===== src/sdcd_regs.svh =====
// Constants of the synchronous DRAM command decoder: fields, reset values and counts.
`ifndef SDCD_REGS_SVH
`define SDCD_REGS_SVH

// ****************************************************************
// Command-bus field positions
// ****************************************************************
`define SDCD_PRECHARGE_SELECT_BIT   10
`define SDCD_BURST_CHOP_SELECT_BIT  12
`define SDCD_COL_HIGH_BIT           11

// ****************************************************************
// First mode register burst field and reset value
// ****************************************************************
`define SDCD_MR0_BURST_LSB          0
`define SDCD_BURST_FIXED_EIGHT      2'h0
`define SDCD_BURST_PER_COMMAND      2'h1
`define SDCD_BURST_FIXED_CHOP       2'h2
`define SDCD_MODE_REG_RESET         16'h0000
`define SDCD_MODE_REG_COUNT         4

// ****************************************************************
// Timing counts in clock cycles and their counter width
// ****************************************************************
`define SDCD_BURST_CLKS_EIGHT       3'h4
`define SDCD_BURST_CLKS_CHOP        3'h2
`define SDCD_CAL_LONG_CYCLES        512
`define SDCD_CAL_SHORT_CYCLES       64
`define SDCD_EXIT_CYCLES            4
`define SDCD_CNT_W                  16

`endif


===== src/sdcd_pkg.sv =====
// Types shared by the synchronous DRAM command decoder modules.
package sdcd_pkg;

  // ****************************************************************
  // Decoded commands
  // ****************************************************************
  typedef enum logic [4:0] {
    CMD_DESELECT,
    CMD_NO_OPERATION,
    CMD_MODE_SET,
    CMD_REFRESH,
    CMD_SELF_REFRESH_ENTRY,
    CMD_SELF_REFRESH_EXIT,
    CMD_POWERDOWN_ENTRY,
    CMD_POWERDOWN_EXIT,
    CMD_STATE_HOLD,
    CMD_WAKE,
    CMD_PRECHARGE,
    CMD_ALL_BANKS_CLOSE,
    CMD_ROW_OPEN,
    CMD_WRITE_CHOP,
    CMD_WRITE_FULL,
    CMD_READ_CHOP,
    CMD_READ_FULL,
    CMD_LONG_CALIBRATION,
    CMD_SHORT_CALIBRATION,
    CMD_ILLEGAL
  } sdcd_cmd_e;

  // ****************************************************************
  // Device power state
  // ****************************************************************
  typedef enum logic [1:0] {
    ST_AWAKE,
    ST_PD_ACTIVE,
    ST_PD_PRECHARGE,
    ST_SELF_REFRESH
  } sdcd_state_e;

endpackage


===== src/sdcd_mr_if.sv =====
// Interface between the decoder and its mode register store.
interface sdcd_mr_if #(
  parameter int W = 15
);
  logic         wr_en;
  logic [1:0]   wr_sel;
  logic [W-1:0] wr_data;
  logic [1:0]   rd_sel;
  logic [W-1:0] rd_data;

  modport ctl (output wr_en, output wr_sel, output wr_data, output rd_sel, input rd_data);
  modport mem (input wr_en, input wr_sel, input wr_data, input rd_sel, output rd_data);
endinterface


===== src/sdcd_decoder.sv =====
// Command and clock-enable decoder of a synchronous DRAM device.
`include "sdcd_regs.svh"

module sdcd_decoder #(
  parameter int ADDR_BITS       = 15,
  parameter int ROW_BITS        = 15,
  parameter int COL_BITS        = 10,
  parameter int CAL_LONG_CYCLES = `SDCD_CAL_LONG_CYCLES,
  parameter int CAL_SHORT_CYCLES = `SDCD_CAL_SHORT_CYCLES,
  parameter int EXIT_CYCLES     = `SDCD_EXIT_CYCLES
) (
  input  wire logic                    mclk_in,
  input  wire logic                    rst_in,
  input  wire logic                    reset_n_in,
  input  wire logic                    cke_in,
  input  wire logic                    cs_n_in,
  input  wire logic                    ras_n_in,
  input  wire logic                    cas_n_in,
  input  wire logic                    we_n_in,
  input  wire logic [2:0]              ba_in,
  input  wire logic [ADDR_BITS-1:0]    addr_in,
  input  wire logic                    termination_control_in,
  output sdcd_pkg::sdcd_cmd_e          cmd_out,
  output logic                         illegal_out,
  output logic                         autoclose_out,
  output logic                         chop_out,
  output logic [2:0]                   bank_out,
  output logic [ROW_BITS-1:0]          row_out,
  output logic [COL_BITS-1:0]          col_out,
  output sdcd_pkg::sdcd_state_e        state_out,
  output logic [7:0]                   open_banks_out,
  output logic                         burst_active_out,
  output logic                         idle_out,
  output logic                         init_cal_out,
  output logic                         oper_cal_out,
  output logic [ROW_BITS-1:0]          refresh_row_out,
  output logic                         termination_control_out
);
  localparam int SW = 10 + ADDR_BITS;

  typedef struct packed {
    logic                  cke_prev;
    sdcd_pkg::sdcd_cmd_e   cmd;
    logic                  illegal;
    logic                  autoclose;
    logic                  chop;
    logic [2:0]            bank;
    logic [ROW_BITS-1:0]   row;
    logic [COL_BITS-1:0]   col;
    sdcd_pkg::sdcd_state_e state;
    logic [7:0]            banks;
    logic [2:0]            burst_cnt;
    logic [2:0]            burst_bank;
    logic                  burst_close;
    logic                  burst_act;
    logic                  idle;
    logic                  init_cal;
    logic                  oper_cal;
    logic                  cal_seen;
    logic [`SDCD_CNT_W-1:0] busy_cnt;
    logic [ROW_BITS-1:0]   refresh_row;
    logic                  term;
    logic                  mr_we;
    logic [1:0]            mr_sel;
    logic [ADDR_BITS-1:0]  mr_data;
  } sdcd_dec_s;

  sdcd_dec_s s_q;
  sdcd_dec_s n;

  // ****************************************************************
  // Pin synchronisers and mode register store
  // ****************************************************************
  logic [SW-1:0]        pins;
  logic                 pin_reset_n;
  logic                 pin_cke;
  logic                 pin_cs_n;
  logic                 pin_ras_n;
  logic                 pin_cas_n;
  logic                 pin_we_n;
  logic                 pin_term;
  logic [2:0]           pin_ba;
  logic [ADDR_BITS-1:0] pin_addr;
  logic                 nop_like;

  sdcd_sync #(.W(SW)) u_sync (
    .mclk_in (mclk_in),
    .rst_in  (rst_in),
    .d_in    ({reset_n_in, cke_in, cs_n_in, ras_n_in, cas_n_in, we_n_in,
               termination_control_in, ba_in, addr_in}),
    .q_out   (pins)
  );

  assign {pin_reset_n, pin_cke, pin_cs_n, pin_ras_n, pin_cas_n, pin_we_n,
          pin_term, pin_ba, pin_addr} = pins;
  assign nop_like = pin_cs_n | (pin_ras_n & pin_cas_n & pin_we_n);

  sdcd_mr_if #(.W(ADDR_BITS)) mr_bus ();

  sdcd_mode_mem #(.W(ADDR_BITS)) u_mem (
    .mclk_in (mclk_in),
    .rst_in  (rst_in),
    .mr      (mr_bus.mem)
  );

  assign mr_bus.wr_en   = s_q.mr_we;
  assign mr_bus.wr_sel  = s_q.mr_sel;
  assign mr_bus.wr_data = s_q.mr_data;
  assign mr_bus.rd_sel  = 2'h0;

  // ****************************************************************
  // Decode helpers
  // ****************************************************************
  function automatic sdcd_pkg::sdcd_cmd_e decode_cmd(
    input logic ck_prev, input logic ck_now, input logic cs_n, input logic ras_n,
    input logic cas_n, input logic we_n, input logic sel10, input logic chop);
    logic quiet;
    quiet      = cs_n | (ras_n & cas_n & we_n);
    decode_cmd = sdcd_pkg::CMD_ILLEGAL;
    if (!ck_prev) begin
      if (!ck_now) begin
        decode_cmd = sdcd_pkg::CMD_STATE_HOLD;
      end else if (quiet) begin
        decode_cmd = sdcd_pkg::CMD_WAKE;
      end
    end else if (!ck_now) begin
      if (quiet) begin
        decode_cmd = sdcd_pkg::CMD_POWERDOWN_ENTRY;
      end else if ({ras_n, cas_n, we_n} == 3'h1) begin
        decode_cmd = sdcd_pkg::CMD_SELF_REFRESH_ENTRY;
      end
    end else if (cs_n) begin
      decode_cmd = sdcd_pkg::CMD_DESELECT;
    end else begin
      case ({ras_n, cas_n, we_n})
        3'h0: decode_cmd = sdcd_pkg::CMD_MODE_SET;
        3'h1: decode_cmd = sdcd_pkg::CMD_REFRESH;
        3'h2: decode_cmd = sel10 ? sdcd_pkg::CMD_ALL_BANKS_CLOSE : sdcd_pkg::CMD_PRECHARGE;
        3'h3: decode_cmd = sdcd_pkg::CMD_ROW_OPEN;
        3'h4: decode_cmd = chop ? sdcd_pkg::CMD_WRITE_CHOP : sdcd_pkg::CMD_WRITE_FULL;
        3'h5: decode_cmd = chop ? sdcd_pkg::CMD_READ_CHOP : sdcd_pkg::CMD_READ_FULL;
        3'h6: decode_cmd = sel10 ? sdcd_pkg::CMD_LONG_CALIBRATION
                                 : sdcd_pkg::CMD_SHORT_CALIBRATION;
        default: decode_cmd = sdcd_pkg::CMD_NO_OPERATION;
      endcase
    end
  endfunction

  // Wide parts take the column high bit from A11, skipping the precharge select bit.
  function automatic logic [COL_BITS-1:0] col_of(input logic [ADDR_BITS-1:0] a);
    logic [11:0] c;
    c = {1'b0, a[`SDCD_COL_HIGH_BIT], a[9:0]};
    if (COL_BITS <= 10) begin
      c[10] = 1'b0;
    end
    col_of = c[COL_BITS-1:0];
  endfunction

  // ****************************************************************
  // Next state
  // ****************************************************************
  logic [1:0] burst_mode;
  logic       chop_sel;
  logic       sel10;
  logic       awake;
  logic       quiet_banks;
  logic       is_read;

  assign burst_mode = mr_bus.rd_data[`SDCD_MR0_BURST_LSB +: 2];
  assign sel10      = pin_addr[`SDCD_PRECHARGE_SELECT_BIT];
  assign chop_sel   = (burst_mode == `SDCD_BURST_FIXED_CHOP) ||
                      ((burst_mode == `SDCD_BURST_PER_COMMAND) &&
                       !pin_addr[`SDCD_BURST_CHOP_SELECT_BIT]);

  always_comb begin
    n           = s_q;
    n.cke_prev  = pin_cke;
    n.term      = pin_term;
    n.illegal   = 1'b0;
    n.autoclose = 1'b0;
    n.init_cal  = 1'b0;
    n.oper_cal  = 1'b0;
    n.mr_we     = 1'b0;
    n.bank      = pin_ba;
    n.row       = pin_addr[ROW_BITS-1:0];
    n.col       = col_of(pin_addr);
    n.chop      = chop_sel;
    n.cmd       = decode_cmd(s_q.cke_prev, pin_cke, pin_cs_n, pin_ras_n, pin_cas_n,
                             pin_we_n, sel10, chop_sel);
    if (s_q.busy_cnt != '0) begin
      n.busy_cnt = s_q.busy_cnt - `SDCD_CNT_W'(1);
    end
    // A burst counts down untouched by later commands except a read or write in its last cycle, and may close its row at the end.
    if (s_q.burst_cnt != 3'h0) begin
      n.burst_cnt = s_q.burst_cnt - 3'h1;
      if (s_q.burst_cnt == 3'h1 && s_q.burst_close) begin
        n.banks[s_q.burst_bank] = 1'b0;
      end
    end
    awake       = s_q.state == sdcd_pkg::ST_AWAKE;
    quiet_banks = awake && n.banks == 8'h00 && n.burst_cnt == 3'h0;
    is_read     = n.cmd == sdcd_pkg::CMD_READ_CHOP || n.cmd == sdcd_pkg::CMD_READ_FULL;
    case (n.cmd)
      sdcd_pkg::CMD_DESELECT, sdcd_pkg::CMD_NO_OPERATION: begin
        n.illegal = !awake;
      end
      sdcd_pkg::CMD_STATE_HOLD: begin
        n.illegal = awake;
      end
      sdcd_pkg::CMD_WAKE: begin
        if (s_q.state == sdcd_pkg::ST_SELF_REFRESH) begin
          n.cmd = sdcd_pkg::CMD_SELF_REFRESH_EXIT;
        end else begin
          n.cmd = sdcd_pkg::CMD_POWERDOWN_EXIT;
        end
        n.illegal = awake;
        if (!awake) begin
          n.state    = sdcd_pkg::ST_AWAKE;
          n.busy_cnt = `SDCD_CNT_W'(EXIT_CYCLES);
        end
      end
      sdcd_pkg::CMD_POWERDOWN_ENTRY: begin
        n.illegal = !awake;
        if (awake) begin
          n.state = (n.banks != 8'h00) ? sdcd_pkg::ST_PD_ACTIVE
                                       : sdcd_pkg::ST_PD_PRECHARGE;
        end
      end
      sdcd_pkg::CMD_SELF_REFRESH_ENTRY: begin
        n.illegal = !quiet_banks;
        if (quiet_banks) begin
          n.state = sdcd_pkg::ST_SELF_REFRESH;
        end
      end
      sdcd_pkg::CMD_MODE_SET: begin
        n.illegal = !quiet_banks;
        n.mr_we   = quiet_banks;
        n.mr_sel  = pin_ba[1:0];
        n.mr_data = pin_addr;
      end
      sdcd_pkg::CMD_REFRESH: begin
        n.illegal = !quiet_banks;
        n.row     = s_q.refresh_row;
        if (quiet_banks) begin
          n.refresh_row = s_q.refresh_row + ROW_BITS'(1);
        end
      end
      sdcd_pkg::CMD_PRECHARGE: begin
        n.illegal = !awake;
        if (awake) begin
          n.banks[pin_ba] = 1'b0;
        end
      end
      sdcd_pkg::CMD_ALL_BANKS_CLOSE: begin
        n.illegal = !awake;
        if (awake) begin
          n.banks = 8'h00;
        end
      end
      sdcd_pkg::CMD_ROW_OPEN: begin
        n.illegal = !awake || n.banks[pin_ba];
        if (!n.illegal) begin
          n.banks[pin_ba] = 1'b1;
        end
      end
      sdcd_pkg::CMD_WRITE_CHOP, sdcd_pkg::CMD_WRITE_FULL, sdcd_pkg::CMD_READ_CHOP,
      sdcd_pkg::CMD_READ_FULL: begin
        n.illegal   = !awake || !n.banks[pin_ba] || s_q.burst_cnt > 3'h1;
        n.autoclose = sel10;
        if (!n.illegal) begin
          n.burst_cnt   = chop_sel ? `SDCD_BURST_CLKS_CHOP : `SDCD_BURST_CLKS_EIGHT;
          n.burst_bank  = pin_ba;
          n.burst_close = sel10;
        end
      end
      sdcd_pkg::CMD_LONG_CALIBRATION, sdcd_pkg::CMD_SHORT_CALIBRATION: begin
        n.illegal = !quiet_banks;
        if (quiet_banks) begin
          if (n.cmd == sdcd_pkg::CMD_SHORT_CALIBRATION) begin
            n.busy_cnt = `SDCD_CNT_W'(CAL_SHORT_CYCLES);
          end else begin
            n.busy_cnt = `SDCD_CNT_W'(CAL_LONG_CYCLES);
            n.init_cal = !s_q.cal_seen;
            n.oper_cal = s_q.cal_seen;
            n.cal_seen = 1'b1;
          end
        end
      end
      default: begin
        n.illegal = 1'b1;
      end
    endcase
    n.idle = n.state == sdcd_pkg::ST_AWAKE && n.banks == 8'h00 && n.burst_cnt == 3'h0 &&
             pin_cke && n.busy_cnt == '0;
    n.burst_act = n.burst_cnt != 3'h0;
    if (!pin_reset_n) begin
      n = '0;
    end
  end

  always_ff @(posedge mclk_in) begin
    if (rst_in) begin
      s_q <= '0;
    end else begin
      s_q <= n;
    end
  end

  // ****************************************************************
  // Outputs
  // ****************************************************************
  assign cmd_out                 = s_q.cmd;
  assign illegal_out             = s_q.illegal;
  assign autoclose_out           = s_q.autoclose;
  assign chop_out                = s_q.chop;
  assign bank_out                = s_q.bank;
  assign row_out                 = s_q.row;
  assign col_out                 = s_q.col;
  assign state_out               = s_q.state;
  assign open_banks_out          = s_q.banks;
  assign burst_active_out        = s_q.burst_act;
  assign idle_out                = s_q.idle;
  assign init_cal_out            = s_q.init_cal;
  assign oper_cal_out            = s_q.oper_cal;
  assign refresh_row_out         = s_q.refresh_row;
  assign termination_control_out = s_q.term;
endmodule


===== src/sdcd_mode_mem.sv =====
// Store of the four mode registers with a registered read port.
`include "sdcd_regs.svh"

module sdcd_mode_mem #(
  parameter int W = 15
) (
  input  wire logic mclk_in,
  input  wire logic rst_in,
  sdcd_mr_if.mem    mr
);
  typedef struct packed {
    logic [`SDCD_MODE_REG_COUNT-1:0][W-1:0] regs;
    logic [W-1:0]                           rdata;
  } sdcd_mem_s;

  sdcd_mem_s s_q;
  sdcd_mem_s s_d;

  always_comb begin
    s_d = s_q;
    if (mr.wr_en) begin
      s_d.regs[mr.wr_sel] = mr.wr_data;
    end
    s_d.rdata = s_q.regs[mr.rd_sel];
  end

  always_ff @(posedge mclk_in) begin
    if (rst_in) begin
      s_q <= {`SDCD_MODE_REG_COUNT + 1{W'(`SDCD_MODE_REG_RESET)}};
    end else begin
      s_q <= s_d;
    end
  end

  assign mr.rd_data = s_q.rdata;
endmodule


===== src/sdcd_sync.sv =====
// Two-stage synchroniser for the command pins.
module sdcd_sync #(
  parameter int W = 25
) (
  input  wire logic         mclk_in,
  input  wire logic         rst_in,
  input  wire logic [W-1:0] d_in,
  output logic      [W-1:0] q_out
);
  typedef struct packed {
    logic [W-1:0] stage1;
    logic [W-1:0] stage2;
  } sdcd_sync_s;

  sdcd_sync_s s_q;
  sdcd_sync_s s_d;

  always_comb begin
    s_d        = s_q;
    s_d.stage1 = d_in;
    s_d.stage2 = s_q.stage1;
  end

  always_ff @(posedge mclk_in) begin
    if (rst_in) begin
      s_q <= '0;
    end else begin
      s_q <= s_d;
    end
  end

  assign q_out = s_q.stage2;
endmodule


===== config.mk =====
export PLATFORM = sky130hd
export DESIGN_NAME = sdcd_decoder
export DESIGN_NICKNAME = d
export VERILOG_FILES = /design/src/sdcd_pkg.sv /design/src/sdcd_mr_if.sv /design/src/sdcd_decoder.sv /design/src/sdcd_mode_mem.sv /design/src/sdcd_sync.sv
export VERILOG_INCLUDE_DIRS = /design/src /design/src/src
export SDC_FILE = /design/constraint.sdc
export NUM_CORES = 1
export LEC_CHECK = 0
export BUFFER_PORTS_ARGS = -buffer_cell sky130_fd_sc_hd__buf_2
export CORE_AREA = 2 2 117 119
export CTS_CLUSTER_DIAMETER = 40
export DETAILED_ROUTE_END_ITERATION = 8
export DIE_AREA = 0 0 119 121
export PLACE_DENSITY = 0.77
export SETUP_SLACK_MARGIN = 0.1
export SLEW_MARGIN = 0
export SYNTH_ARGS = -nofsm -noshare
export SYNTH_HDL_FRONTEND = slang
export SYNTH_SLANG_ARGS = --single-unit

===== constraint.sdc =====
create_clock -name mclk_in -period 3.4 [get_ports mclk_in]
set_clock_uncertainty 0.1 [all_clocks]
set_input_delay 0.34 -clock mclk_in [delete_from_list [all_inputs] [get_ports mclk_in]]
set_output_delay 0.34 -clock mclk_in [all_outputs]
set_load 0.005 [all_outputs]

==> results of run 1 <==
## synthesized netlist by cell type (all sizes together), types with 10 or more instances
master	number	share of area (%)
and3	10	1.1
o21ai	32	2.4
nand2b	12	1.1
nand2	34	1.9
nand3	13	0.97
nor2b	64	5.9
nor2	89	5.0
nor4	13	1.5
buf	63	7.0
a31oi	12	1.1
nor3	15	1.2
a21oi	18	1.3
inv	14	0.78
mux2i	33	4.9
clkbuf	30	1.7
dfxtp	150	45
and2	20	1.9
## flip-flops by register name, summed over array words and instances, names as in the netlist, 2 cells and up
signal	count
bank_out	3
open_banks_out	8
state_out	2
u_mem.s_q	2
u_sync.s_d	25
u_mem.mr.rd_data	2
row_out	15
mr_bus.wr_sel	2
cmd_out	5
col_out	10
s_q	25
u_sync.q_out	25
mr_bus.wr_data	2
refresh_row_out	15
## worst max-delay path: cells and delay by family, from the launching register on
kind                     cells  cell delay [ns]
AND/OR/NAND/NOR              6             1.53
AO/OA/AOI/OAI                2             0.52
adder cells (fa/ha/maj)      2             0.37
flip-flops                   1             0.34
buffers and inverters        2             0.23
## layout by cell type (no fill, tap or decap), types with 4 or more instances in the layout
cell type	n
sky130_fd_sc_hd__nor2_1	88
sky130_fd_sc_hd__or3_1	8
sky130_fd_sc_hd__nand3_1	13
sky130_fd_sc_hd__o31ai_1	7
sky130_fd_sc_hd__nand4b_1	4
sky130_fd_sc_hd__nor2b_1	64
sky130_fd_sc_hd__o21a_1	7
sky130_fd_sc_hd__ha_1	4
sky130_fd_sc_hd__and3_1	8
sky130_fd_sc_hd__xnor2_1	9
sky130_fd_sc_hd__nand2_1	32
sky130_fd_sc_hd__a31oi_1	12
sky130_fd_sc_hd__and2_1	19
sky130_fd_sc_hd__buf_2	92
sky130_fd_sc_hd__nand2b_1	11
sky130_fd_sc_hd__inv_1	14
sky130_fd_sc_hd__xor2_1	9
sky130_fd_sc_hd__mux2i_1	33
sky130_fd_sc_hd__nand4_1	6
sky130_fd_sc_hd__nor4_1	11
sky130_fd_sc_hd__o21ai_0	27
sky130_fd_sc_hd__o311ai_0	4
sky130_fd_sc_hd__and3b_1	4
sky130_fd_sc_hd__dfxtp_1	147
sky130_fd_sc_hd__buf_4	25
sky130_fd_sc_hd__a21oi_1	17
sky130_fd_sc_hd__nor3_1	13
sky130_fd_sc_hd__clkbuf_16	17
sky130_fd_sc_hd__o21ai_1	5
sky130_fd_sc_hd__inv_6	6
## metal layers
layer | part of all wire [%] | vias up | track usage [%]
met5 | 0 | - | 0
met4 | 2.0 | 0 | 8.259
met3 | 5.1 | 32 | 4.934
met2 | 46 | 160 | 32.83
met1 | 46 | 2442 | 26.71
li1 | - | 2606 | -
## what timing repair did
| item | CTS | global route |
|---|---|---|
| pin swaps | 1 | 9 |
| gates resized for setup | 6 | 11 |
| setup buffers | 0 | 6 |
| setup endpoints to repair | 13 | 21 |
## kinds of logic after synthesis
family | Yosys count
and+or+nand+nor | 314
DFF | 150
xor gates and xnor gates | 18
AOI/OAI and AO/OA | 114
adders and majority gates | 6
buffers and inverters | 107
muxes | 36
## report_power, final
group	internal (mW)	switching, mW
Sequential	1.79	0.0225
Combinational	0.0685	0.0844
Clock	1.11	0.816
## area by class of cell
cell class | count | share of cell area, %
clock buffer | 17 | 5.532
clock inverter | 15 | 2.376
sequential | 150 | 39.10
multi-input combinational | 488 | 40.87
timing repair buffer | 118 | 8.575
tap | 176 | 2.864
inverter | 14 | 0.6834
## worst paths after layout
kind,to,slack (ns),cells after the start
hold reg to reg,init_cal_out,0.32,1
setup reg to reg,refresh_row_out[6],0.25,12
setup / recovery,refresh_row_out[6],0.25,12
hold / removal,u_sync.s_d[9],0.01,2
## stage by stage
step	hold WS [ns]	utilization, %
after floorplan	0.2925	-
after global placement	0.2981	53.41
after detailed placement	0.3082	53.41
after CTS	0.007697	58.19
after global routing	0.01182	58.77
final	0.01485	58.77
==> report_table.html, run 1 <==
<table>
<tr><th>Metric</th><th>Value</th></tr>
<tr><th colspan="2">Worst setup path</th></tr>
<tr><td>CP Data Required Time</td><td>approximately 3.7 ns</td></tr>
<tr><td>Crit Path Max Fanout</td><td>6</td></tr>
<tr><td>Critical path's slowest cell</td><td>sky130_fd_sc_hd__or4b_4</td></tr>
<tr><td>Category of the worst setup path capture point</td><td>flop</td></tr>
<tr><td>Top cell by count, worst path</td><td>sky130_fd_sc_hd__ha_2</td></tr>
<tr><td>Critical path arrival</td><td>approximately 3.4 ns</td></tr>
<tr><td>Critical Path Source Type</td><td>flop</td></tr>
<tr><td>Slowest stage delay, CP</td><td>roughly 0.57 ns</td></tr>
<tr><td>Launch point of the worst reg-to-reg path</td><td>s_q[60]</td></tr>
<tr><td>Cell breakdown of the critical path</td><td>inv_1, ha_2, ha_2, or4b_4, o32a_1, nor2_2, and3_4, and2_4, nand4_4, buf_6, or3_1, a21oi_1</td></tr>
<tr><td>First element of the critical path</td><td>s_q[60]</td></tr>
<tr><td>Crit Path Category</td><td>flop to flop</td></tr>
<tr><th colspan="2">Placement</th></tr>
<tr><td>Gp weighted congestion</td><td>between 0.8 and 0.9</td></tr>
<tr><td>Dpl cell area</td><td>between 6000 and 7000 sq um</td></tr>
<tr><td>Port Buffer Count</td><td>a little over 90</td></tr>
<tr><td>Placed wire-length estimate after detailed placement</td><td>10.05 mm</td></tr>
<tr><td>Pre-CTS WS</td><td>-0.009823 ns</td></tr>
<tr><td>Cell total after placement</td><td>between 900 and 1000</td></tr>
<tr><th colspan="2">Global routing</th></tr>
<tr><td>Vias in the first global route</td><td>about 4800</td></tr>
<tr><td>Wire length of the first global-routing pass</td><td>about 23 mm</td></tr>
<tr><td>Pin count of the biggest net entering global routing</td><td>55</td></tr>
<tr><td>Tot GR Track Use</td><td>between 20 and 25%</td></tr>
<tr><td>Sum of overflow across all layers after global routing</td><td>0</td></tr>
<tr><td>Number of antenna violations at the first check in global routing</td><td>0</td></tr>
<tr><th colspan="2">Final layout</th></tr>
<tr><td>Final #Nets</td><td>822</td></tr>
<tr><td>Final standard cell count with taps included and fillers excluded</td><td>978</td></tr>
<tr><td>Share of post-route cells with drive strength above 1</td><td>between 20% and 30%</td></tr>
<tr><td>Antenna diode instance count</td><td>0</td></tr>
<tr><td>Cell area after layout</td><td>approximately 7700 sq um</td></tr>
<tr><td>Area growth from synthesis to final layout</td><td>14.17%</td></tr>
<tr><td>Fill cell total of the finished layout</td><td>1162</td></tr>
<tr><td>Register area</td><td>3007 sq um</td></tr>
<tr><td>Area used by multi-input combinational logic</td><td>~3100 sq um</td></tr>
<tr><th colspan="2">STA</th></tr>
<tr><td>Relative slew slack</td><td>approximately 54%</td></tr>
<tr><td>Final worst setup slack</td><td>0.2452 ns</td></tr>
<tr><td>Peak clock frequency supported by timing</td><td>roughly 320 MHz</td></tr>
<tr><td>Transition at the pin with the smallest max-transition slack</td><td>0.6831 ns</td></tr>
<tr><td>Final number of hold-violating endpoints</td><td>0</td></tr>
<tr><td>Final Setup Violations</td><td>0</td></tr>
<tr><td>Final critical path time including I/O delays and setup</td><td>approximately 3.2 ns</td></tr>
<tr><td>Setup Total Neg Slack</td><td>0 ns</td></tr>
<tr><td>Setup repair after global routing missed its margin</td><td>yes</td></tr>
<tr><td>Final max-slew violation count</td><td>0</td></tr>
<tr><td>Part of the cycle the worst path needs</td><td>between 90% and 100%</td></tr>
<tr><th colspan="2">Routing</th></tr>
<tr><td>First-pass iteration count of the detailed router</td><td>5</td></tr>
<tr><td>Vias per Instance</td><td>around 5.4</td></tr>
<tr><td>Routed wirelength normalized by instance count</td><td>14.89 microns</td></tr>
<tr><td>Number of nets still failing antenna checks after routing</td><td>0</td></tr>
<tr><td>Routed via count</td><td>around 5200</td></tr>
<tr><td>Number of DRC markers after the initial detailed-route iteration</td><td>roughly 370</td></tr>
<tr><td>Total wire length</td><td>around 15 mm</td></tr>
<tr><td>DRC violations left</td><td>0</td></tr>
<tr><th colspan="2">Logic synthesis</th></tr>
<tr><td>Number of nets produced by synthesis</td><td>between 700 and 800</td></tr>
<tr><td>Post-synthesis xor/xnor area fraction</td><td>between 2 and 2.5%</td></tr>
<tr><td>Post-synthesis simple-gate area fraction</td><td>roughly a quarter</td></tr>
<tr><td>Fraction of the mapped netlist area in adder cells</td><td>~1.1%</td></tr>
<tr><td>Async S/R FF share, synth</td><td>0%</td></tr>
<tr><td>Synth Cell Area</td><td>6735 sq um</td></tr>
<tr><td>Main combinational cell family by area after synthesis</td><td>simple AND/OR/NAND/NOR gates</td></tr>
<tr><td>Number of warnings reported in the yosys synthesis log</td><td>0</td></tr>
<tr><td>Syn avg cell area</td><td>roughly 9.0 sq um</td></tr>
<tr><td>Compound-Gate Fraction of Synth Area</td><td>a little under an eighth</td></tr>
<tr><td>Proportion of synthesized area in mux cells</td><td>under 10%</td></tr>
<tr><td>Mapped Cells</td><td>about 750</td></tr>
<tr><td>Count of state elements after synthesis</td><td>150</td></tr>
<tr><td>Count of flip-flops with a built-in enable after synthesis</td><td>0</td></tr>
<tr><td>Share of synthesized area occupied by flip-flops and latches</td><td>between 40% and 50%</td></tr>
<tr><td>Number of distinct standard cells referenced by the synthesized netlist</td><td>73</td></tr>
<tr><td>Flip-flop cell with the highest count after synthesis</td><td>sky130_fd_sc_hd__dfxtp_1</td></tr>
<tr><th colspan="2">CTS</th></tr>
<tr><td>Clock root buffer</td><td>sky130_fd_sc_hd__clkbuf_16</td></tr>
<tr><td>Total clock buffers created by CTS</td><td>17</td></tr>
<tr><td>Clock tree sinks</td><td>150</td></tr>
<tr><td>Maximum level of the CTS H-tree</td><td>4</td></tr>
<tr><td>Clock transition at the register clock pins on the worst setup and hold paths after CTS</td><td>about 0.07 ns</td></tr>
<tr><td>Clock tree from TritonCTS</td><td>yes</td></tr>
<tr><td>Post-CTS Hold Fix Bufs</td><td>0</td></tr>
<tr><td>Maximum buffer depth of the clock tree</td><td>2</td></tr>
<tr><td>Clk Latency, worst-skew pair</td><td>approximately 0.43 ns</td></tr>
<tr><th colspan="2">Power</th></tr>
<tr><td>Peak VDD IR</td><td>between 0.3 and 0.4 mV</td></tr>
<tr><td>Static leakage</td><td>approximately 3 nW</td></tr>
<tr><td>PwrDens</td><td>506.3 nW/um^2</td></tr>
<tr><td>Design Power</td><td>roughly 3.9 mW</td></tr>
<tr><th colspan="2">Flow run</th></tr>
<tr><td>Max-capacitance violation count</td><td>0</td></tr>
<tr><th colspan="2">Min path</th></tr>
<tr><td>Start point of the worst hold path</td><td>addr_in[9]</td></tr>
<tr><td>Class of the worst hold path</td><td>input port to flop</td></tr>
<tr><th colspan="2">Die</th></tr>
<tr><td>Horizontal die dimension</td><td>119 microns</td></tr>
<tr><td>DIE AREA</td><td>14400 sq um</td></tr>
<tr><td>Initial cell density of the core</td><td>between 50% and 60%</td></tr>
<tr><td>Num ports</td><td>93</td></tr>
<tr><td>Floorplan core area</td><td>between 10000 and 15000 sq um</td></tr>
<tr><td>Number of rows in the core area</td><td>42</td></tr>
<tr><td>Chip Height</td><td>~120 microns</td></tr>
<tr><th colspan="2">Outcome</th></tr>
<tr><td>Run status</td><td>complete, no violations</td></tr>
</table>
Power figures use the tool's default switching activity.
==> inputs of run 2 (changes only) <==
--- a/config.mk
+++ b/config.mk
@@ -12,6 +12,7 @@
 export DETAILED_ROUTE_END_ITERATION = 8
 export DIE_AREA = 0 0 119 121
 export PLACE_DENSITY = 0.77
+export REMOVE_ABC_BUFFERS = 1
 export SETUP_SLACK_MARGIN = 0.1
 export SLEW_MARGIN = 0
 export SYNTH_ARGS = -nofsm -noshare
==> report_table.html, run 2 (synthesis results as in run 1) <==
<table>
<tr><th>Metric</th><th>Value</th></tr>
<tr><th colspan="2">Outcome</th></tr>
<tr><td>Run status</td><td>complete, no violations</td></tr>
<tr><th colspan="2">Routing</th></tr>
<tr><td>Routed via count</td><td>5309 (+1.3%)</td></tr>
<tr><td>Number of nets still failing antenna checks after routing</td><td>0 (unchanged)</td></tr>
<tr><td>First-pass iteration count of the detailed router</td><td>7 (+2)</td></tr>
<tr><td>Vias per Instance</td><td>5.423 (+1.2%)</td></tr>
<tr><td>Total wire length</td><td>14.70 mm (+0.91%)</td></tr>
<tr><td>Routed wirelength normalized by instance count</td><td>15.01 microns (+0.80%)</td></tr>
<tr><td>Number of DRC markers after the initial detailed-route iteration</td><td>321 (-14%)</td></tr>
<tr><td>DRC violations left</td><td>0 (unchanged)</td></tr>
<tr><th colspan="2">Final layout</th></tr>
<tr><td>Most frequent cells in the layout</td><td>149 x sky130_fd_sc_hd__dfxtp_1, 92 x sky130_fd_sc_hd__buf_2, 88 x sky130_fd_sc_hd__nor2_1, 64 x sky130_fd_sc_hd__nor2b_1, 33 x sky130_fd_sc_hd__mux2i_1</td></tr>
<tr><td>Fill cell total of the finished layout</td><td>1122 (-3.4%)</td></tr>
<tr><td>Commonest non-fill, non-tap cell in the layout</td><td>sky130_fd_sc_hd__dfxtp_1</td></tr>
<tr><td>Final #Nets</td><td>823 (+0.12%)</td></tr>
<tr><td>Cell area after layout</td><td>7741 sq um (+0.67%)</td></tr>
<tr><td>Area growth from synthesis to final layout</td><td>14.94%</td></tr>
<tr><td>Antenna diode instance count</td><td>0 (unchanged)</td></tr>
<tr><td>Share of post-route cells with drive strength above 1</td><td>22.67% (-0.028 points)</td></tr>
<tr><td>Final standard cell count with taps included and fillers excluded</td><td>979 (+0.10%)</td></tr>
<tr><th colspan="2">Placement</th></tr>
<tr><td>Dpl cell area</td><td>7017 sq um (+0.39%)</td></tr>
<tr><td>Gp weighted congestion</td><td>0.8941 (+1.5%)</td></tr>
<tr><td>Port Buffer Count</td><td>92 (unchanged)</td></tr>
<tr><td>Cell total after placement</td><td>944 (+0.43%)</td></tr>
<tr><td>Placed wire-length estimate after detailed placement</td><td>9.914 mm (-1.4%)</td></tr>
<tr><th colspan="2">Power</th></tr>
<tr><td>Static leakage</td><td>3.098 nW (+1.0%)</td></tr>
<tr><td>Peak VDD IR</td><td>0.3606 mV (+2.4%)</td></tr>
<tr><td>PwrDens</td><td>516.4 nW/um^2 (+2.0%)</td></tr>
<tr><th colspan="2">STA</th></tr>
<tr><td>Peak clock frequency supported by timing</td><td>310.7 MHz (-2.0%)</td></tr>
<tr><td>Final Setup Violations</td><td>0 (unchanged)</td></tr>
<tr><td>Part of the cycle the worst path needs</td><td>94.68% (+1.9 points)</td></tr>
<tr><td>Final critical path time including I/O delays and setup</td><td>3.219 ns (+0.06424 ns)</td></tr>
<tr><td>Relative slew slack</td><td>59.73% (+5.3 points)</td></tr>
<tr><td>Setup repair after global routing missed its margin</td><td>yes</td></tr>
<tr><td>Final number of hold-violating endpoints</td><td>0 (unchanged)</td></tr>
<tr><td>Final max-slew violation count</td><td>0 (unchanged)</td></tr>
<tr><td>Transition at the pin with the smallest max-transition slack</td><td>0.6032 ns (-0.07990 ns)</td></tr>
<tr><th colspan="2">Worst setup path</th></tr>
<tr><td>Crit Path Max Fanout</td><td>5 (-1)</td></tr>
<tr><td>Launch point of the worst reg-to-reg path</td><td>s_q[60]</td></tr>
<tr><td>Worst flop-to-flop path endpoint</td><td>refresh_row_out[12]</td></tr>
<tr><td>Depth of the worst register-to-register path</td><td>11 (-1)</td></tr>
<tr><td>CP Data Required Time</td><td>3.66 ns (about the same)</td></tr>
<tr><td>Crit Path Category</td><td>flop to flop</td></tr>
<tr><td>Reg-to-reg setup timing slack</td><td>0.18 ns (-0.06 ns)</td></tr>
<tr><td>Cell breakdown of the critical path</td><td>inv_1, ha_1, ha_2, or4bb_4, o32a_1, nor2_2, and3_4, and2_4, nand4_4, or4_4, a21oi_2</td></tr>
<tr><td>Critical path's slowest cell</td><td>sky130_fd_sc_hd__or4bb_4</td></tr>
<tr><td>Slowest stage delay, CP</td><td>0.53 ns (-0.04 ns)</td></tr>
<tr><td>Critical path arrival</td><td>3.48 ns (+0.06 ns)</td></tr>
<tr><td>Category of the worst setup path capture point</td><td>flop</td></tr>
<tr><td>Critical Path Source Type</td><td>flop</td></tr>
<tr><th colspan="2">Die</th></tr>
<tr><td>Initial cell density of the core</td><td>51.47% (unchanged)</td></tr>
<tr><td>Chip Height</td><td>121 microns (unchanged)</td></tr>
<tr><td>Num ports</td><td>93 (unchanged)</td></tr>
<tr><td>Floorplan core area</td><td>13090 sq um (unchanged)</td></tr>
<tr><td>DIE AREA</td><td>14400 sq um (unchanged)</td></tr>
<tr><td>Number of rows in the core area</td><td>42 (unchanged)</td></tr>
<tr><td>Horizontal die dimension</td><td>119 microns (unchanged)</td></tr>
<tr><th colspan="2">CTS</th></tr>
<tr><td>Clock tree from TritonCTS</td><td>yes</td></tr>
<tr><td>Post-CTS Hold Fix Bufs</td><td>0 (unchanged)</td></tr>
<tr><td>Total clock buffers created by CTS</td><td>17 (unchanged)</td></tr>
<tr><td>Clock root buffer</td><td>sky130_fd_sc_hd__clkbuf_16</td></tr>
<tr><td>Clock transition at the register clock pins on the worst setup and hold paths after CTS</td><td>0.06 ns (about the same)</td></tr>
<tr><td>Clock tree sinks</td><td>150 (unchanged)</td></tr>
<tr><td>Maximum buffer depth of the clock tree</td><td>2 (unchanged)</td></tr>
<tr><td>Clk Latency, worst-skew pair</td><td>0.43 ns (about the same)</td></tr>
<tr><td>Maximum level of the CTS H-tree</td><td>4 (unchanged)</td></tr>
<tr><th colspan="2">Global routing</th></tr>
<tr><td>Sum of overflow across all layers after global routing</td><td>0 (unchanged)</td></tr>
<tr><td>Number of antenna violations at the first check in global routing</td><td>0 (unchanged)</td></tr>
<tr><td>Tot GR Track Use</td><td>20.67% (+0.15 points)</td></tr>
<tr><td>Pin count of the biggest net entering global routing</td><td>56 (+1.8%)</td></tr>
<tr><td>Wire length of the first global-routing pass</td><td>23.77 mm (+1.2%)</td></tr>
<tr><td>Vias in the first global route</td><td>4926 (+3.7%)</td></tr>
<tr><th colspan="2">Min path</th></tr>
<tr><td>Start point of the worst hold path</td><td>addr_in[1]</td></tr>
<tr><td>End of the worst hold path</td><td>u_sync.s_d[1]</td></tr>
<tr><td>Class of the worst hold path</td><td>input port to flop</td></tr>
<tr><td>Cell depth of the worst min-delay path</td><td>2 (unchanged)</td></tr>
<tr><th colspan="2">Flow run</th></tr>
<tr><td>Max-capacitance violation count</td><td>0 (unchanged)</td></tr>
</table>
==> run 2: repair_timing <==
action                                  4_1_cts  5_1_grt
pin swaps                                     2        5
gates cloned                                  0        0
endpoints found under the setup margin        7       28
gates resized for setup                       4       15
buffers inserted                              1        2
==> run 2: layout make-up <==
type,count,area (sq um),area share (%)
multi-input combinational,488,3153,40.73
sequential,150,3004,38.81
timing repair buffer,119,666.9,8.615
clock buffer,20,456.7,5.899
tap,176,220.2,2.845
clock inverter,12,187.7,2.424
inverter,14,52.55,0.6788
==> run 2: where the power goes <==
part / internal [mW] / switching, mW
logic: 0.0690 / 0.0841
registers: 1.79 / 0.0218
clock network: 1.28 / 0.752
total: 3.14 / 0.858
==> run 2: stage by stage <==
| stage | setup slack, ns | TNS (ns) | util, % | hold slack (ns) | power [mW] |
|---|---|---|---|---|---|
| detailed placement | 0.05885 | 0 | 53.62 | 0.3067 | 1.999 |
| CTS | 0.1063 | 0 | 58.76 | 0.004856 | 4.027 |
| global route | 0.05486 | 0 | 59.16 | 0.01443 | 4.122 |
| floorplan | -0.2196 | -0.6880 | - | 0.2925 | 1.936 |
| global placement | 0.1451 | 0 | 53.62 | 0.2988 | 1.997 |
| finish | 0.1809 | 0 | 59.16 | 0.01268 | 3.997 |
==> run 2: how the worst max path moves through the flow <==
stage	from	slack, ns	to	cells past startpoint
detailed placement	s_q[60]	0.06	refresh_row_out[14]	11
global placement	s_q[60]	0.15	refresh_row_out[10]	12
global route	s_q[60]	0.05	refresh_row_out[12]	11
CTS	s_q[60]	0.11	refresh_row_out[12]	11
floorplan	u_mem.mr.rd_data[0]	-0.22	refresh_row_out[12]	8
finish	s_q[60]	0.18	refresh_row_out[12]	11
==> run 2: critical path: cells and delay by family, from the launching register on <==
kind | cells | cell delay (ns)
buffers and inverters | 1 | 0.06
adders and majority gates | 2 | 0.40
AOI/OAI and AO/OA | 2 | 0.52
DFF | 1 | 0.33
and+or+nand+nor | 6 | 1.73
==> run 2: metal layers <==
layer | GRT usage [%] | up-vias | part of all wire, %
met2 | 32.79 | 200 | 46
met1 | 26.33 | 2468 | 45
met5 | 0 | - | 0
met3 | 6.109 | 32 | 7.2
li1 | - | 2609 | -
met4 | 8.631 | 0 | 2.1
==> inputs of run 3 (changes only) <==
--- a/config.mk
+++ b/config.mk
@@ -7,11 +7,13 @@
 export NUM_CORES = 1
 export LEC_CHECK = 0
 export BUFFER_PORTS_ARGS = -buffer_cell sky130_fd_sc_hd__buf_2
-export CORE_AREA = 2 2 117 119
+export CORE_AREA = 2 2 108 110
+export CTS_BUF_LIST = sky130_fd_sc_hd__clkbuf_16
 export CTS_CLUSTER_DIAMETER = 40
 export DETAILED_ROUTE_END_ITERATION = 8
-export DIE_AREA = 0 0 119 121
-export PLACE_DENSITY = 0.77
+export DIE_AREA = 0 0 110 112
+export GPL_TIMING_DRIVEN = 1
+export PLACE_DENSITY = 0.85
 export REMOVE_ABC_BUFFERS = 1
 export SETUP_SLACK_MARGIN = 0.1
 export SLEW_MARGIN = 0
==> constraint.sdc (replaced) <==
create_clock -name mclk_in -period 4.1 [get_ports mclk_in]
set_clock_uncertainty 0.1 [all_clocks]
set_input_delay 0.41 -clock mclk_in [delete_from_list [all_inputs] [get_ports mclk_in]]
set_output_delay 0.41 -clock mclk_in [all_outputs]
set_load 0.005 [all_outputs]
==> report_table.html, run 3 (synthesis results as in run 1) <==
<table>
<tr><th>Metric</th><th>Value</th></tr>
<tr><th colspan="2">STA</th></tr>
<tr><td>Final Setup Violations</td><td>0 (unchanged)</td></tr>
<tr><td>Setup repair after global routing missed its margin</td><td>no</td></tr>
<tr><td>Part of the cycle the worst path needs</td><td>92.13% (-2.5 points)</td></tr>
<tr><td>Final number of hold-violating endpoints</td><td>0 (unchanged)</td></tr>
<tr><td>Relative slew slack</td><td>46.63% (-13 points)</td></tr>
<tr><td>Final max-slew violation count</td><td>0 (unchanged)</td></tr>
<tr><td>Transition at the pin with the smallest max-transition slack</td><td>0.7963 ns (+0.1931 ns)</td></tr>
<tr><td>Final critical path time including I/O delays and setup</td><td>3.778 ns (+0.5585 ns)</td></tr>
<tr><td>Setup Total Neg Slack</td><td>0 ns (unchanged)</td></tr>
<tr><td>Peak clock frequency supported by timing</td><td>264.7 MHz (-15%)</td></tr>
<tr><th colspan="2">Worst setup path</th></tr>
<tr><td>Category of the worst setup path capture point</td><td>flop</td></tr>
<tr><td>Critical path's slowest cell</td><td>sky130_fd_sc_hd__or4b_1</td></tr>
<tr><td>Worst flop-to-flop path endpoint</td><td>refresh_row_out[14]</td></tr>
<tr><td>Slowest stage delay, CP</td><td>0.66 ns (+0.13 ns)</td></tr>
<tr><td>Crit Path Max Fanout</td><td>11 (+6)</td></tr>
<tr><td>Cell family with the largest share of critical-path delay</td><td>simple AND/OR/NAND/NOR gates</td></tr>
<tr><td>First element of the critical path</td><td>s_q[59]</td></tr>
<tr><td>Reg-to-reg setup timing slack</td><td>0.32 ns (+0.14 ns)</td></tr>
<tr><td>CP Data Required Time</td><td>4.35 ns (+0.69 ns)</td></tr>
<tr><td>Cell breakdown of the critical path</td><td>inv_1, ha_1, ha_1, or4b_1, o21ai_0, and3_1, and3_4, and2_4, nand4_2, or4_1, a21oi_1</td></tr>
<tr><td>Top cell by count, worst path</td><td>sky130_fd_sc_hd__ha_1</td></tr>
<tr><td>Critical Path Source Type</td><td>flop</td></tr>
<tr><td>WP buf/inv</td><td>1 (unchanged)</td></tr>
<tr><td>Crit Path Category</td><td>flop to flop</td></tr>
<tr><td>Depth of the worst register-to-register path</td><td>11 (unchanged)</td></tr>
<tr><td>Critical path arrival</td><td>4.03 ns (+0.55 ns)</td></tr>
<tr><td>Launch point of the worst reg-to-reg path</td><td>s_q[59]</td></tr>
<tr><th colspan="2">CTS</th></tr>
<tr><td>Maximum level of the CTS H-tree</td><td>4 (unchanged)</td></tr>
<tr><td>Clock tree sinks</td><td>150 (unchanged)</td></tr>
<tr><td>Post-CTS Hold Fix Bufs</td><td>0 (unchanged)</td></tr>
<tr><td>Total clock buffers created by CTS</td><td>17 (unchanged)</td></tr>
<tr><td>Clock transition at the register clock pins on the worst setup and hold paths after CTS</td><td>0.06 ns (about the same)</td></tr>
<tr><td>Clk Latency, worst-skew pair</td><td>0.42 ns (about the same)</td></tr>
<tr><td>Maximum buffer depth of the clock tree</td><td>2 (unchanged)</td></tr>
<tr><td>Clock tree from TritonCTS</td><td>yes</td></tr>
<tr><td>Clock root buffer</td><td>sky130_fd_sc_hd__clkbuf_16</td></tr>
<tr><th colspan="2">Routing</th></tr>
<tr><td>Total wire length</td><td>14.61 mm (-0.57%)</td></tr>
<tr><td>Routed wirelength normalized by instance count</td><td>15.78 microns (+5.1%)</td></tr>
<tr><td>Number of nets still failing antenna checks after routing</td><td>0 (unchanged)</td></tr>
<tr><td>First-pass iteration count of the detailed router</td><td>6 (-1)</td></tr>
<tr><td>Routed via count</td><td>5303 (-0.11%)</td></tr>
<tr><td>Vias per Instance</td><td>5.727 (+5.6%)</td></tr>
<tr><td>DRC violations left</td><td>0 (unchanged)</td></tr>
<tr><td>Number of DRC markers after the initial detailed-route iteration</td><td>251 (-22%)</td></tr>
<tr><th colspan="2">Global routing</th></tr>
<tr><td>Sum of overflow across all layers after global routing</td><td>0 (unchanged)</td></tr>
<tr><td>Vias in the first global route</td><td>5165 (+4.9%)</td></tr>
<tr><td>Wire length of the first global-routing pass</td><td>24.22 mm (+1.9%)</td></tr>
<tr><td>Pin count of the biggest net entering global routing</td><td>56 (unchanged)</td></tr>
<tr><td>Number of antenna violations at the first check in global routing</td><td>0 (unchanged)</td></tr>
<tr><td>Tot GR Track Use</td><td>25.03% (+4.4 points)</td></tr>
<tr><th colspan="2">Final layout</th></tr>
<tr><td>Share of post-route cells with drive strength above 1</td><td>18.52% (-4.1 points)</td></tr>
<tr><td>Final standard cell count with taps included and fillers excluded</td><td>926 (-5.4%)</td></tr>
<tr><td>Cell area after layout</td><td>7415 sq um (-4.2%)</td></tr>
<tr><td>Finished Core Util</td><td>66.35% (+7.2 points)</td></tr>
<tr><td>Final #Nets</td><td>804 (-2.3%)</td></tr>
<tr><td>Commonest non-fill, non-tap cell in the layout</td><td>sky130_fd_sc_hd__dfxtp_1</td></tr>
<tr><td>Area growth from synthesis to final layout</td><td>10.09%</td></tr>
<tr><td>Antenna diode instance count</td><td>0 (unchanged)</td></tr>
<tr><td>Most frequent cells in the layout</td><td>150 x sky130_fd_sc_hd__dfxtp_1, 92 x sky130_fd_sc_hd__buf_2, 88 x sky130_fd_sc_hd__nor2_1, 64 x sky130_fd_sc_hd__nor2b_1</td></tr>
<tr><th colspan="2">Min path</th></tr>
<tr><td>Cell depth of the worst min-delay path</td><td>2 (unchanged)</td></tr>
<tr><td>End of the worst hold path</td><td>u_sync.s_d[4]</td></tr>
<tr><td>Start point of the worst hold path</td><td>addr_in[4]</td></tr>
<tr><td>Class of the worst hold path</td><td>input port to flop</td></tr>
<tr><th colspan="2">Power</th></tr>
<tr><td>Static leakage</td><td>2.956 nW (-4.6%)</td></tr>
<tr><td>Proportion of power drawn by flip-flops and latches</td><td>48.4% (+3.1 points)</td></tr>
<tr><td>PwrDens</td><td>418.5 nW/um^2 (-19%)</td></tr>
<tr><td>Clock power frac</td><td>47.6% (-3.3 points)</td></tr>
<tr><td>Internal power contribution</td><td>2.424 mW (-23%)</td></tr>
<tr><td>NetSw</td><td>0.6796 mW (-21%)</td></tr>
<tr><td>Peak VDD IR</td><td>0.3313 mV (-8.1%)</td></tr>
<tr><td>Combinational power share</td><td>4.0% (+0.2 points)</td></tr>
<tr><td>Switching portion of total power</td><td>21.90% (+0.43 points)</td></tr>
<tr><th colspan="2">Placement</th></tr>
<tr><td>Dpl cell area</td><td>6855 sq um (-2.3%)</td></tr>
<tr><td>Placed wire-length estimate after detailed placement</td><td>10.22 mm (+3.0%)</td></tr>
<tr><td>Port Buffer Count</td><td>92 (unchanged)</td></tr>
<tr><td>Cell total after placement</td><td>895 (-5.2%)</td></tr>
<tr><td>Gp weighted congestion</td><td>0.9465 (+5.9%)</td></tr>
<tr><th colspan="2">Die</th></tr>
<tr><td>Floorplan core area</td><td>11170 sq um (-15%)</td></tr>
<tr><td>Number of rows in the core area</td><td>39 (-7.1%)</td></tr>
<tr><td>Num ports</td><td>93 (unchanged)</td></tr>
<tr><td>DIE AREA</td><td>12320 sq um (-14%)</td></tr>
<tr><td>Horizontal die dimension</td><td>110 microns (-7.6%)</td></tr>
<tr><td>Chip Height</td><td>112 microns (-7.4%)</td></tr>
<tr><td>Initial cell density of the core</td><td>60.27% (+8.8 points)</td></tr>
<tr><th colspan="2">Flow run</th></tr>
<tr><td>Max-capacitance violation count</td><td>0 (unchanged)</td></tr>
<tr><th colspan="2">Outcome</th></tr>
<tr><td>Run status</td><td>complete, no violations</td></tr>
</table>
-- run 3: cell types whose count changed in the layout (fill, tap and decap cells not counted), moves of 2 or more --
| cell | change |
|---|---|
| sky130_fd_sc_hd__clkbuf_8 | -2 |
| sky130_fd_sc_hd__buf_4 | -18 |
| sky130_fd_sc_hd__or4_1 | +2 |
| sky130_fd_sc_hd__a21oi_1 | +3 |
| sky130_fd_sc_hd__o21ai_0 | +2 |
| sky130_fd_sc_hd__a21oi_2 | -3 |
| sky130_fd_sc_hd__clkinv_1 | +4 |
| sky130_fd_sc_hd__bufinv_16 | -2 |
| sky130_fd_sc_hd__o21ai_1 | -2 |
| sky130_fd_sc_hd__or4_4 | -2 |
-- run 3: through the flow --
stage / power (mW) / hold WS [ns] / setup WS [ns]
after detailed placement: 1.658 / 0.3197 / 0.3863
after CTS: 3.122 / 0.09120 / 0.3484
after global routing: 3.200 / 0.1029 / 0.1056
after global placement: 1.653 / 0.2989 / 0.6030
after floorplan: 1.605 / 0.2925 / 0.4804
final: 3.103 / 0.1006 / 0.3225
-- run 3: final cells by class --
cell class / count / area [sq um]
inverters: 14 / 52.55
clock inverters: 14 / 133.9
clock buffers: 17 / 425.4
multi-input cells: 488 / 3100
fillers: 875 / 3760
repair buffers: 100 / 520.5
flip-flops and latches: 150 / 3003
well taps: 143 / 178.9
-- run 3: worst max path at each step --
stage / slack, ns / to / depth (start not counted)
global placement: 0.60 / refresh_row_out[14] / 11
detailed placement: 0.39 / refresh_row_out[14] / 11
CTS: 0.35 / refresh_row_out[14] / 11
finish: 0.32 / refresh_row_out[14] / 11
floorplan: 0.48 / refresh_row_out[12] / 8
global route: 0.11 / refresh_row_out[12] / 11
-- run 3: worst reg2reg max path, cell delays in order (launching register included) --
cell	delay, ns
sky130_fd_sc_hd__dfxtp_1	0.41
sky130_fd_sc_hd__inv_1	0.09
sky130_fd_sc_hd__ha_1	0.24
sky130_fd_sc_hd__ha_1	0.28
sky130_fd_sc_hd__or4b_1	0.66
sky130_fd_sc_hd__o21ai_0	0.37
sky130_fd_sc_hd__and3_1	0.26
sky130_fd_sc_hd__and3_4	0.21
sky130_fd_sc_hd__and2_4	0.17
sky130_fd_sc_hd__nand4_2	0.24
sky130_fd_sc_hd__or4_1	0.54
sky130_fd_sc_hd__a21oi_1	0.15
-- run 3: power groups by stage --
stage	Clock (mW)	Sequential, mW	Combinational, mW
2_1_floorplan	0	1.53	0.0774
3_3_place_gp	0	1.53	0.121
3_5_place_dp	0	1.53	0.124
4_1_cts	1.50	1.50	0.125
5_1_grt	1.56	1.50	0.139
6_report	1.48	1.50	0.125
-- run 3: repair_timing --
action | 4_1_cts | 5_1_grt
resized for setup | 0 | 1
endpoints found under the setup margin | 0 | 2
hold endpoints to repair | 0 | 0
buffers inserted | 0 | 0
-- run 3: metal layers --
layer,share of wire [%],track usage (%)
met5,0,0
met4,2.6,11.05
met3,6.6,7.319
met2,47,39.35
met1,44,31.61
